===== src/inc/scp_regs.svh =====
// Register offsets, field positions, reset values and timing counts of the clock control block.
`ifndef SCP_REGS_SVH
`define SCP_REGS_SVH

// ---------------------------------------------------------------------------
// Register offsets
// ---------------------------------------------------------------------------
`define SCP_ADDR_PRESCALER 8'h30
`define SCP_ADDR_PLL_CSR 8'h31
`define SCP_ADDR_PLL_FRQ 8'h32

// ---------------------------------------------------------------------------
// Prescaler control fields
// ---------------------------------------------------------------------------
`define SCP_PCE_BIT 7
`define SCP_PCE_ARM_VALUE 8'h80
`define SCP_PCE_WINDOW_CYCLES 3'h4
`define SCP_CODE_DIV1 4'h0
`define SCP_CODE_DIV8 4'h3
`define SCP_CODE_MAX 4'h8

// ---------------------------------------------------------------------------
// PLL control and status fields
// ---------------------------------------------------------------------------
`define SCP_PLL_INPUT_HALVING_BIT 4
`define SCP_PLL_ENABLE_BIT 1
`define SCP_PLL_LOCK_FLAG_BIT 0

// ---------------------------------------------------------------------------
// PLL frequency control fields
// ---------------------------------------------------------------------------
`define SCP_PLL_FREQUENCY_CONTROL_RESET 8'h04
`define SCP_PLL_SOURCE_SELECT_BIT 7
`define SCP_USB_POSTDIVIDER_BIT 6
`define SCP_TIMER_POSTDIVIDER_MSB 5
`define SCP_TIMER_POSTDIVIDER_LSB 4
`define SCP_VCO_FREQUENCY_SELECT_MSB 3
`define SCP_VCO_FREQUENCY_SELECT_LSB 0
`define SCP_TM_OFF 2'h0
`define SCP_TM_DIV1 2'h1
`define SCP_TM_DIV1P5 2'h2
`define SCP_TM_DIV2 2'h3

`endif


===== src/inc/scp_pkg.sv =====
// Types shared by the clock control block.
`default_nettype none
package scp_pkg;

  typedef enum logic [0:0] {SCP_PCE_CLOSED, SCP_PCE_OPEN} scp_pce_e;

  typedef enum logic [1:0] {SCP_SEL_NONE, SCP_SEL_PRESC, SCP_SEL_CSR, SCP_SEL_FRQ} scp_reg_sel_e;

endpackage : scp_pkg
`default_nettype wire


===== src/rtl/scp_sysclk_div.sv =====
// Power-of-two system clock divider that emits one enable pulse per divided period.
`default_nettype none
`include "scp_regs.svh"
module scp_sysclk_div (
  input wire logic clock_i,
  input wire logic rst_n_i,
  input wire logic [3:0] div_code_i,
  output logic tick_o,
  output logic [3:0] active_code_o
);

  typedef struct packed {
    logic [7:0] cnt;
    logic [3:0] code;
    logic tick;
  } scp_div_s;

  scp_div_s st;
  scp_div_s next_st;

  // Reserved codes are undefined; they are held at the slowest legal rate.
  function automatic logic [3:0] scp_clamp(input logic [3:0] code);
    scp_clamp = (code > `SCP_CODE_MAX) ? `SCP_CODE_MAX : code;
  endfunction : scp_clamp

  function automatic logic [7:0] scp_last(input logic [3:0] code);
    logic [8:0] span;
    span = 9'h001 << scp_clamp(code);
    scp_last = 8'(span - 9'h001);
  endfunction : scp_last

  // A new code is taken only at the end of a full period, so no shortened period ever appears.
  always_comb begin
    next_st = st;
    next_st.tick = 1'b0;
    if (st.cnt == scp_last(st.code)) begin
      next_st.cnt = 8'h00;
      next_st.tick = 1'b1;
      next_st.code = scp_clamp(div_code_i);
    end else begin
      next_st.cnt = st.cnt + 8'h01;
    end
    if (!rst_n_i) begin
      next_st.cnt = 8'h00;
      next_st.tick = 1'b0;
      next_st.code = scp_clamp(div_code_i);
    end
  end

  always_ff @(posedge clock_i) begin
    st <= next_st;
  end

  assign tick_o = st.tick;
  assign active_code_o = st.code;

endmodule : scp_sysclk_div
`default_nettype wire


===== src/rtl/scp_pll_postdiv.sv =====
// PLL post-dividers that pace the USB and high-speed timer clock enables.
`default_nettype none
`include "scp_regs.svh"
module scp_pll_postdiv (
  input wire logic clock_i,
  input wire logic rst_n_i,
  input wire logic run_i,
  input wire logic usb_half_i,
  input wire logic [1:0] tim_code_i,
  output logic usb_tick_o,
  output logic tim_tick_o
);

  typedef struct packed {
    logic half;
    logic [1:0] phase;
    logic usb_tick;
    logic tim_tick;
  } scp_post_s;

  scp_post_s st;
  scp_post_s next_st;

  always_comb begin
    next_st = st;
    next_st.half = ~st.half;
    next_st.phase = (st.phase == 2'h2) ? 2'h0 : st.phase + 2'h1;
    next_st.usb_tick = run_i & (~usb_half_i | st.half);
    // Two pulses in three cycles alternate gaps of one and two: exact mean rate, some jitter.
    unique case (tim_code_i)
      `SCP_TM_OFF: next_st.tim_tick = 1'b0;
      `SCP_TM_DIV1: next_st.tim_tick = run_i;
      `SCP_TM_DIV1P5: next_st.tim_tick = run_i & (st.phase != 2'h2);
      `SCP_TM_DIV2: next_st.tim_tick = run_i & st.half;
    endcase
    if (!rst_n_i) begin
      next_st = '0;
    end
  end

  always_ff @(posedge clock_i) begin
    st <= next_st;
  end

  assign usb_tick_o = st.usb_tick;
  assign tim_tick_o = st.tim_tick;

endmodule : scp_pll_postdiv
`default_nettype wire


===== src/rtl/scp_clock_ctrl.sv =====
// System clock prescaler and PLL clock tree control with its register port.
//
// Function
// - Change enable is set only by a write of that bit alone.
// - Change enable clears four cycles after setting, or when the division is written.
// - Rewriting change enable inside the window neither restarts nor clears it.
// - The division field loads only while change enable is set.
// - Codes 0 to 8 divide by 1 to 256; higher codes are reserved.
// - Reset loads division 0000, or 0011 when the divide-by-eight fuse is programmed.
// - Any division code may be written at run time, whatever the fuse.
// - The chosen division paces the processor and all synchronous peripherals alike.
// - PLL enable starts the PLL and, with internal source, the RC oscillator.
// - Lock flag reads one when locked; only clearing PLL enable clears it.
// - Status register bits 7..5 and 3..2 always read zero.
// - Source select picks the halving path or the internal RC oscillator.
// - USB post-divider passes the PLL output or halves it.
// - Timer post-divider disconnects at 00, else divides by 1, 1.5 or 2.
// - Division by 1.5 alternates periods of one and two cycles: exact mean rate, some jitter.
// - VCO select 0010 to 1010 gives 32 to 96 MHz in 8 MHz steps.
// - Division changes make no glitch nor any faster intermediate rate.
`default_nettype none
`include "scp_regs.svh"
module scp_clock_ctrl (
  input wire logic clock_i,
  input wire logic rst_n_i,
  input wire logic [7:0] addr_i,
  input wire logic [7:0] wr_data_i,
  input wire logic wr_i,
  input wire logic rd_i,
  input wire logic divide_by_eight_fuse_i,
  input wire logic pll_lock_detect_i,
  output logic [7:0] rd_data_o,
  output logic sys_clk_en_o,
  output logic [3:0] active_division_o,
  output logic pll_enable_o,
  output logic pll_input_halving_o,
  output logic pll_source_select_o,
  output logic [3:0] vco_frequency_select_o,
  output logic rc_osc_on_o,
  output logic pll_lock_flag_o,
  output logic usb_clk_en_o,
  output logic tim_clk_en_o
);

  // ---------------------------------------------------------------------------
  // State
  // ---------------------------------------------------------------------------
  typedef struct packed {
    logic [2:0] fuse_sync;
    logic [2:0] lock_sync;
    scp_pkg::scp_pce_e pce_state;
    logic [2:0] pce_cnt;
    logic [3:0] clock_division_select;
    logic pll_input_halving;
    logic pll_enable;
    logic pll_lock_flag;
    logic [7:0] pll_frequency_control;
    logic rc_osc_on;
    logic [7:0] rd_data;
  } scp_ctrl_s;

  scp_ctrl_s st;
  scp_ctrl_s next_st;

  logic sys_tick;
  logic [3:0] sys_code;
  logic usb_tick;
  logic tim_tick;

  // ---------------------------------------------------------------------------
  // Decoding
  // ---------------------------------------------------------------------------
  function automatic scp_pkg::scp_reg_sel_e scp_decode(input logic [7:0] addr);
    unique case (addr)
      `SCP_ADDR_PRESCALER: scp_decode = scp_pkg::SCP_SEL_PRESC;
      `SCP_ADDR_PLL_CSR: scp_decode = scp_pkg::SCP_SEL_CSR;
      `SCP_ADDR_PLL_FRQ: scp_decode = scp_pkg::SCP_SEL_FRQ;
      default: scp_decode = scp_pkg::SCP_SEL_NONE;
    endcase
  endfunction : scp_decode

  // Fuse level after the synchroniser; only the last two stages are compared.
  function automatic logic scp_fuse_agreed(input logic [2:0] sync);
    scp_fuse_agreed = sync[1] & sync[2];
  endfunction : scp_fuse_agreed

  function automatic logic [3:0] scp_fuse_code(input logic programmed);
    scp_fuse_code = programmed ? `SCP_CODE_DIV8 : `SCP_CODE_DIV1;
  endfunction : scp_fuse_code

  function automatic logic [7:0] scp_presc_word(input scp_ctrl_s s);
    logic pce;
    pce = (s.pce_state == scp_pkg::SCP_PCE_OPEN);
    scp_presc_word = {pce, 3'h0, s.clock_division_select};
  endfunction : scp_presc_word

  function automatic logic [7:0] scp_csr_word(input scp_ctrl_s s);
    logic [7:0] w;
    w = 8'h00;
    w[`SCP_PLL_INPUT_HALVING_BIT] = s.pll_input_halving;
    w[`SCP_PLL_ENABLE_BIT] = s.pll_enable;
    w[`SCP_PLL_LOCK_FLAG_BIT] = s.pll_lock_flag;
    scp_csr_word = w;
  endfunction : scp_csr_word

  // ---------------------------------------------------------------------------
  // Next state
  // ---------------------------------------------------------------------------
  always_comb begin
    scp_pkg::scp_reg_sel_e wsel;
    scp_pkg::scp_reg_sel_e rsel;
    logic lock_seen;
    logic is_arm;
    wsel = scp_decode(addr_i);
    rsel = scp_decode(addr_i);
    lock_seen = st.lock_sync[1] & st.lock_sync[2];
    is_arm = (wr_data_i == `SCP_PCE_ARM_VALUE);
    next_st = st;

    // Pins from outside the clock domain pass three flip-flops.
    next_st.fuse_sync = {st.fuse_sync[1:0], divide_by_eight_fuse_i};
    next_st.lock_sync = {st.lock_sync[1:0], pll_lock_detect_i};

    // Change enable window countdown.
    if (st.pce_state == scp_pkg::SCP_PCE_OPEN) begin
      if (st.pce_cnt == 3'h1) begin
        next_st.pce_state = scp_pkg::SCP_PCE_CLOSED;
        next_st.pce_cnt = 3'h0;
      end else begin
        next_st.pce_cnt = st.pce_cnt - 3'h1;
      end
    end

    // Prescaler register writes.
    if (wr_i && wsel == scp_pkg::SCP_SEL_PRESC) begin
      unique case (st.pce_state)
        scp_pkg::SCP_PCE_CLOSED: begin
          if (is_arm) begin
            next_st.pce_state = scp_pkg::SCP_PCE_OPEN;
            next_st.pce_cnt = `SCP_PCE_WINDOW_CYCLES;
          end
        end
        scp_pkg::SCP_PCE_OPEN: begin
          // A repeated arm write is ignored so the window cannot be stretched.
          if (!is_arm) begin
            next_st.clock_division_select = wr_data_i[3:0];
            next_st.pce_state = scp_pkg::SCP_PCE_CLOSED;
            next_st.pce_cnt = 3'h0;
          end
        end
      endcase
    end

    // PLL control and status register writes.
    if (wr_i && wsel == scp_pkg::SCP_SEL_CSR) begin
      next_st.pll_input_halving = wr_data_i[`SCP_PLL_INPUT_HALVING_BIT];
      next_st.pll_enable = wr_data_i[`SCP_PLL_ENABLE_BIT];
    end

    // PLL frequency control register writes.
    if (wr_i && wsel == scp_pkg::SCP_SEL_FRQ) begin
      next_st.pll_frequency_control = wr_data_i;
    end

    // Lock is sticky while the PLL stays enabled; a same-cycle write clearing enable wins over the set.
    if (!next_st.pll_enable) begin
      next_st.pll_lock_flag = 1'b0;
    end else if (st.pll_enable && lock_seen) begin
      next_st.pll_lock_flag = 1'b1;
    end

    // The internal RC oscillator must run whenever the PLL takes it as source.
    next_st.rc_osc_on = next_st.pll_enable &
                        next_st.pll_frequency_control[`SCP_PLL_SOURCE_SELECT_BIT];

    // Read data stand in the cycle after the strobe only.
    next_st.rd_data = 8'h00;
    if (rd_i) begin
      unique case (rsel)
        scp_pkg::SCP_SEL_PRESC: next_st.rd_data = scp_presc_word(st);
        scp_pkg::SCP_SEL_CSR: next_st.rd_data = scp_csr_word(st);
        scp_pkg::SCP_SEL_FRQ: next_st.rd_data = st.pll_frequency_control;
        scp_pkg::SCP_SEL_NONE: next_st.rd_data = 8'h00;
      endcase
    end

    // Synchronous reset; the synchronisers keep shifting so the fuse is seen while reset is held.
    if (!rst_n_i) begin
      next_st.pce_state = scp_pkg::SCP_PCE_CLOSED;
      next_st.pce_cnt = 3'h0;
      next_st.clock_division_select = scp_fuse_code(scp_fuse_agreed(st.fuse_sync));
      next_st.pll_input_halving = 1'b0;
      next_st.pll_enable = 1'b0;
      next_st.pll_lock_flag = 1'b0;
      next_st.pll_frequency_control = `SCP_PLL_FREQUENCY_CONTROL_RESET;
      next_st.rc_osc_on = 1'b0;
      next_st.rd_data = 8'h00;
    end
  end

  always_ff @(posedge clock_i) begin
    st <= next_st;
  end

  // ---------------------------------------------------------------------------
  // Clock dividers
  // ---------------------------------------------------------------------------
  // One enable pulse paces every synchronous consumer, so all slow down together.
  scp_sysclk_div u_sysclk_div (
    .clock_i(clock_i),
    .rst_n_i(rst_n_i),
    .div_code_i(st.clock_division_select),
    .tick_o(sys_tick),
    .active_code_o(sys_code)
  );

  // Post-divider pacing is held off until lock, since an unlocked VCO is not trusted.
  scp_pll_postdiv u_pll_postdiv (
    .clock_i(clock_i),
    .rst_n_i(rst_n_i),
    .run_i(st.pll_lock_flag),
    .usb_half_i(st.pll_frequency_control[`SCP_USB_POSTDIVIDER_BIT]),
    .tim_code_i(st.pll_frequency_control[`SCP_TIMER_POSTDIVIDER_MSB:`SCP_TIMER_POSTDIVIDER_LSB]),
    .usb_tick_o(usb_tick),
    .tim_tick_o(tim_tick)
  );

  // ---------------------------------------------------------------------------
  // Outputs
  // ---------------------------------------------------------------------------
  assign rd_data_o = st.rd_data;
  assign sys_clk_en_o = sys_tick;
  assign active_division_o = sys_code;
  assign pll_enable_o = st.pll_enable;
  assign pll_input_halving_o = st.pll_input_halving;
  assign pll_source_select_o = st.pll_frequency_control[`SCP_PLL_SOURCE_SELECT_BIT];
  assign vco_frequency_select_o = st.pll_frequency_control[`SCP_VCO_FREQUENCY_SELECT_MSB:`SCP_VCO_FREQUENCY_SELECT_LSB];
  assign rc_osc_on_o = st.rc_osc_on;
  assign pll_lock_flag_o = st.pll_lock_flag;
  assign usb_clk_en_o = usb_tick;
  assign tim_clk_en_o = tim_tick;

endmodule : scp_clock_ctrl
`default_nettype wire


===== config.mk =====
export PLATFORM = sky130hd
export DESIGN_NAME = scp_clock_ctrl
export DESIGN_NICKNAME = d
export VERILOG_FILES = /design/src/inc/scp_pkg.sv /design/src/rtl/scp_sysclk_div.sv /design/src/rtl/scp_pll_postdiv.sv /design/src/rtl/scp_clock_ctrl.sv
export VERILOG_INCLUDE_DIRS = /design/src /design/src/inc
export SDC_FILE = /design/constraint.sdc
export NUM_CORES = 1
export LEC_CHECK = 0
export ABC_AREA = 1
export BUFFER_PORTS_ARGS = -buffer_cell sky130_fd_sc_hd__buf_2
export CORE_UTILIZATION = 35
export DETAILED_ROUTE_END_ITERATION = 16
export PLACE_DENSITY_LB_ADDON = 0.1
export SYNTH_ARGS = -nofsm -noshare
export SYNTH_HDL_FRONTEND = slang
export SYNTH_SLANG_ARGS = --single-unit

===== constraint.sdc =====
create_clock -name clock_i -period 2.88 [get_ports clock_i]
set_clock_uncertainty 0.2 [all_clocks]
set_input_delay 0.288 -clock clock_i [delete_from_list [all_inputs] [get_ports clock_i]]
set_output_delay 0.288 -clock clock_i [all_outputs]
set_load 0.02 [all_outputs]

# Yosys cells after proc, flatten, opt, wreduce, memory -nomap -nowiden
# Cells that the tools add are included.
dict set report word_totals {
  reg_bits 52
  wordCells 88
  in_bits 22
  out_inout_bits 24
}
dict set report op_classes {
  shifts 1
  n_reduce_logical 11
  bitwise 11
  n_addsub 4
  eq_ne 18
  n_lt_le_gt_ge 2
  muxes 22
}
# op n
set ops {}
lappend ops {{$mux W8} 4}
lappend ops {{$pmux W8 S4} 1}
lappend ops {{$eq A8 B6 Y1 const B} 3}
lappend ops {{$mux W24} 1}
lappend ops {{$mux W4} 5}
lappend ops {{$eq A2 B2 Y1 const B} 5}
lappend ops {{$mux W5} 2}
lappend ops {{$add A8 B1 Y8 const B} 1}
lappend ops {{$eq A8 B8 Y1} 1}
lappend ops {{$eq A8 B8 Y1 const B} 1}
lappend ops {{$gt A4 B4 Y1 const B} 2}
lappend ops {{$pmux W4 S2} 1}
lappend ops {{$shl A1 B4 Y8 const A} 1}
lappend ops {{$sub A8 B1 Y8 const B} 1}
lappend ops {{$and A1 B1 Y1} 6}
lappend ops {{$ne A2 B1 Y1 const B} 3}
lappend ops {{$pmux W2 S3} 1}
lappend ops {{$eq A2 B1 Y1 const B} 2}
lappend ops {{$logic_and A1 B1 Y1} 4}
lappend ops {{$logic_not A2 Y1} 2}
lappend ops {{$mux W2} 2}
lappend ops {{$ne A2 B2 Y1 const B} 2}
lappend ops {{$not A1 Y1} 4}
lappend ops {{$pmux W1 S4} 1}
lappend ops {{9 further kinds} 13}

# Depth between registers and ports, before layout
dict set report depth {
  word_depth 7
  depth_mapped 13
  mapped_depth_nobuf 12
}

# Modules after synthesis
# A second synthesis with hierarchy kept.
dict set report hier_totals {
  hier_cells 318
  hier_area_um2 2513.7
}
# mod area_per_inst_um2 n_inst cells_per_inst seq_area_each_um2
set by_module_without_submodules {}
lappend by_module_without_submodules {scp_clock_ctrl 1556.5 1 188 720.7}
lappend by_module_without_submodules {scp_sysclk_div 780.7 1 110 300.3}
lappend by_module_without_submodules {scp_pll_postdiv 176.4 1 20 100.1}

# Worst setup path after synthesis
# No wires, ideal clock.
dict set report synth_path {
  path_kind {register to register}
  start {register u_sysclk_div.st, in the netlist u_sysclk_div.active_code_o[2]}
  end {register u_sysclk_div.st, in the netlist u_sysclk_div.active_code_o[0] (enable)}
  n_path_buf 0
  arrival_time_ps 1707
  required_time_ps 2377
  slack_ps 670
  setup_time_ps 303
  period_less_slack_ps 2210
  stages_incl_launch_ff 12
  path_cell_list {edfxtp_1 > nor2_2 > nand3_1 > ha_1 > inv_1 > nand2_1 > nand2_1 > nor2_1 > nand3_1 > nor2_2 > nand4_4 > nand2_4}
}
dict set report synth_between {
  elab_chain_cells 6
}
# item line
set synth_rtl {}
lappend synth_rtl {{start, declared} scp_sysclk_div.sv:18} ;# scp_div_s st;
lappend synth_rtl {{start signal, assigned} scp_sysclk_div.sv:51} ;# st <= next_st;
lappend synth_rtl {{$gt A4 B4 Y1 (no line)} n/a}
lappend synth_rtl {{$mux W4 (*)} scp_sysclk_div.sv:23} ;# scp_clamp = (code > `SCP_CODE_MAX) ? `SCP_CODE_MAX : code;
lappend synth_rtl {{$shl A1 B4 Y8 (*)} scp_sysclk_div.sv:28} ;# span = 9'h001 << scp_clamp(code);
lappend synth_rtl {{$sub A8 B1 Y8 (*)} scp_sysclk_div.sv:29} ;# scp_last = 8'(span - 9'h001);
lappend synth_rtl {{$eq A8 B8 Y1 (*)} scp_sysclk_div.sv:36} ;# if (st.cnt == scp_last(st.code)) begin
lappend synth_rtl {{$ne A2 B1 Y1 (no line) (*)} n/a}
# Every way passes the cells marked *; elsewhere a longest branch is shown, timed or not.
# A chain may end at the register's enable or synchronous reset.

# Worst setup path in the final report
dict set report layout_path {
  start {register u_sysclk_div.st, in the netlist u_sysclk_div.active_code_o[2]}
  end {register u_sysclk_div.st, in the netlist u_sysclk_div.active_code_o[3] (enable)}
}
# Same word-level chain as after synthesis.

==> summary.md <==
| Metric | Value |
|---|---|
| Slowest-stage cell, CP | `edfxtp_1` |
| Die Width | `86.2 um` |
| Register area share after synthesis | `0.451` |
| Net Sw Frac | `0.250` |
| Pint | `approximately 1 mW` |
| CP required | `roughly 2.7 ns` |
| Routed vias/inst | `approximately 4.5` |
| IO buf count | `45` |
| Hold Vio Cnt, Final | `0` |
| Setup TNS | `0 ns` |
| Core Area | `0.00683 mm2` |
| Pre-Repair DR Iteration Count | `4` |
| Initial Util | `0.364` |
| Share of post-route cells with drive strength above 1 | `0.202` |
| Syn Area/Cell | `7.96 um2` |
| Setup crit start kind | `flop` |
| CTS tree | `done` |
| Leakage | `1.26 nW` |
| Final #Nets | `roughly 370` |
| N_diodes | `0` |
| GRT Total Usage | `0.152` |
| Crit path cell chain | `nor2_2 -> nand3_1 -> ha_1 -> inv_1 -> nand2_1 -> nand2_1 -> nor2_1 -> nand3_1 -> nor2_2 -> nand4_4 -> nand2_4` |
| GRT Residual Overflow | `0` |
| HP Class | `input port to flop` |
| Peak supply drop | `0.214 mV` |
| H-tree level count | `2` |
| Vias in the first global route | `1,885` |
| Worst EP arrival | `2.19 ns` |
| Least-Margin Pin Slew | `0.492 ns` |
| Clk buf depth | `2` |
| Row Count | `30` |
| Cell count after synthesis | `312` |
| CTS Sinks | `52` |
| Routed Antenna Nets | `0` |
| # DRC | `0` |
| CP max stage delay | `0.49 ns` |
| Critical path class | `flop to flop` |
| First-pass GRT wire length | `~8700 um` |
| Vias | `around 2,000` |
| Most frequent cells in the layout | `nand2_1, inv_1, buf_2` |
| Largest delay contributor family on the critical path | `simple AND/OR/NAND/NOR gates` |
| Power per Cell Area | `just under 500 mW/mm2` |
| Flop pwr share | `0.566` |
| Clk Latency, worst-skew pair | `0.31 ns` |
| Count of cell types in the netlist | `35` |
| Status | `finished, final reports clean` |
| Area of the mapped netlist | `0.00248 mm2` |
| Final worst-path cycle share | `0.826` |
| Setup violations, final | `0` |
| Commonest non-fill, non-tap cell in the layout | `nand2_1` |
| Clock root buffer | `clkbuf_8` |
| Comb pwr share | `0.090` |
| Crit. End Element | `flop` |
| Post-CTS Setup Bufs | `0` |
| Clock power share | `0.344` |
| Drt wl/cell | `11.9 um` |
| Worst Path Buf+Inv | `1` |
| Relative slew margins | `0.672` |
| Max Transition Viols Final | `0` |
| Die Area | `0.00744 mm2` |
| Routability Congestion | `just over 0.8` |
| Initial antenna violation count | `0` |
| YS warnings | `0` |
| Initial DRC count | `85` |
| Fmax | `approximately 420 MHz` |
| Number of buffers created by CTS | `5` |
| Chip Height | `86.2 um` |
| Final design utilization | `0.410` |
| Clk slew on worst S/H paths | `0.10 ns` |
| Design area | `between 0.002 and 0.003 mm2` |
| CP Max Fanout | `12` |
| Dpl cell area | `0.00268 mm2` |
| CTS resizes | `0` |
| Area grow syn2layout | `12.8%` |
| Tmin final | `2.38 ns` |
| WL final | `5260 um` |
| # IOs | `46` |
| Synth Register Bits | `52` |
| Hpwl dp | `4040 um` |
| Largest net degree at the start of global routing | `19` |
| Number of max-cap violations | `0` |
| RSZ-0062 raised after global routing | `false` |
| Mapped Nets | `339` |
| Net load switching power | `0.342 mW` |
[cell usage after synthesis, drive strengths merged]
cell type	number	share of area
nand2	59	0.093
inv	50	0.076
dfxtp	44	0.35
nor2	30	0.055
nand3	23	0.046
buf	21	0.061
a21oi	20	0.040
o21ai	14	0.030
nor3	13	0.035
edfxtp	8	0.097
xor2	6	0.021
ha	5	0.025
nand4	5	0.025
o211ai	3	0.0091
nor4	2	0.0050
o22ai	2	0.0050
o31ai	2	0.0060
and3	1	0.0025
o211a	1	0.0040
o21a	1	0.0030
or2	1	0.0025
xnor2	1	0.0035
[worst reg2reg max path, delay by kind of cell, from the launching register on]
family                   cells  cell delay, ns
adder cells (fa/ha/maj)      1            0.30
AND/OR/NAND/NOR              9            1.06
buffers and inverters        1            0.04
flip-flops                   1            0.49
[flip-flops by register name (all words and copies together), names as in the netlist]
name / flops
st: 13
rd_data_o: 8
u_sysclk_div.st: 8
next_st: 4
u_sysclk_div.active_code_o: 4
vco_frequency_select_o: 4
u_pll_postdiv.st: 3
pll_enable_o: 1
pll_input_halving_o: 1
pll_lock_flag_o: 1
pll_source_select_o: 1
rc_osc_on_o: 1
u_pll_postdiv.tim_tick_o: 1
u_pll_postdiv.usb_tick_o: 1
u_sysclk_div.tick_o: 1
[power by group through the flow]
stage	clock (mW)	combinational [mW]	sequential, mW
6_report	0.471	0.123	0.774
2_1_floorplan	0	0.0889	0.786
4_1_cts	0.481	0.124	0.774
3_5_place_dp	0	0.122	0.791
3_3_place_gp	0	0.121	0.790
5_1_grt	0.510	0.141	0.778
[through the flow]
stage	setup slack (ns)	instances	power (mW)	hold WS [ns]
2_1_floorplan	0.670	312	0.875	0.110
3_3_place_gp	0.559	432	0.912	0.110
3_5_place_dp	0.519	432	0.913	0.112
4_1_cts	0.498	442	1.38	0.0233
5_1_grt	0.317	442	1.43	0.0271
6_report	0.501	442	1.37	0.0188
[logic make-up after synthesis]
family,after synthesis,synth area share
buf+inv,71,0.137
simple gates,134,0.264
xor+xnor,7,0.0247
compound gates,43,0.0972
fa+ha+maj,5,0.0252
flops,52,0.451
[routing by layer]
metal / wire length [um] / vias up / track usage
met1: 2590 / 886 / 0.197
li1: - / 1056 / -
met3: 233 / 9 / 0.0314
met2: 2330 / 55 / 0.247
met5: 0 / - / 0
met4: 110 / 0 / 0.0636
[layout make-up]
| cell class | instances | area (um2) |
|---|---|---|
| multi-input combinational | 189 | 1020 |
| clock inverter | 2 | 11.3 |
| sequential | 52 | 1120 |
| inverter | 50 | 188 |
| clock buffer | 6 | 93.8 |
| tap | 96 | 120 |
| timing repair buffer | 47 | 245 |
| fill | 746 | 4030 |
[worst paths after layout]
check | startpoint | end | slack, ns | cells past startpoint
min | wr_data_i[5] | st[14] | 0.02 | 3
max reg2reg | u_sysclk_div.active_code_o[2] | u_sysclk_div.active_code_o[3] | 0.50 | 11
max | u_sysclk_div.active_code_o[2] | u_sysclk_div.active_code_o[3] | 0.50 | 11
min reg2reg | next_st[32] | next_st[33] | 0.14 | 0
[repair_timing]
item | in CTS | in global routing
hold endpoints to repair | 2 | 0
setup endpoints to repair | 0 | 0
hold buffers | 2 | 0
Power figures use the tool's default switching activity.
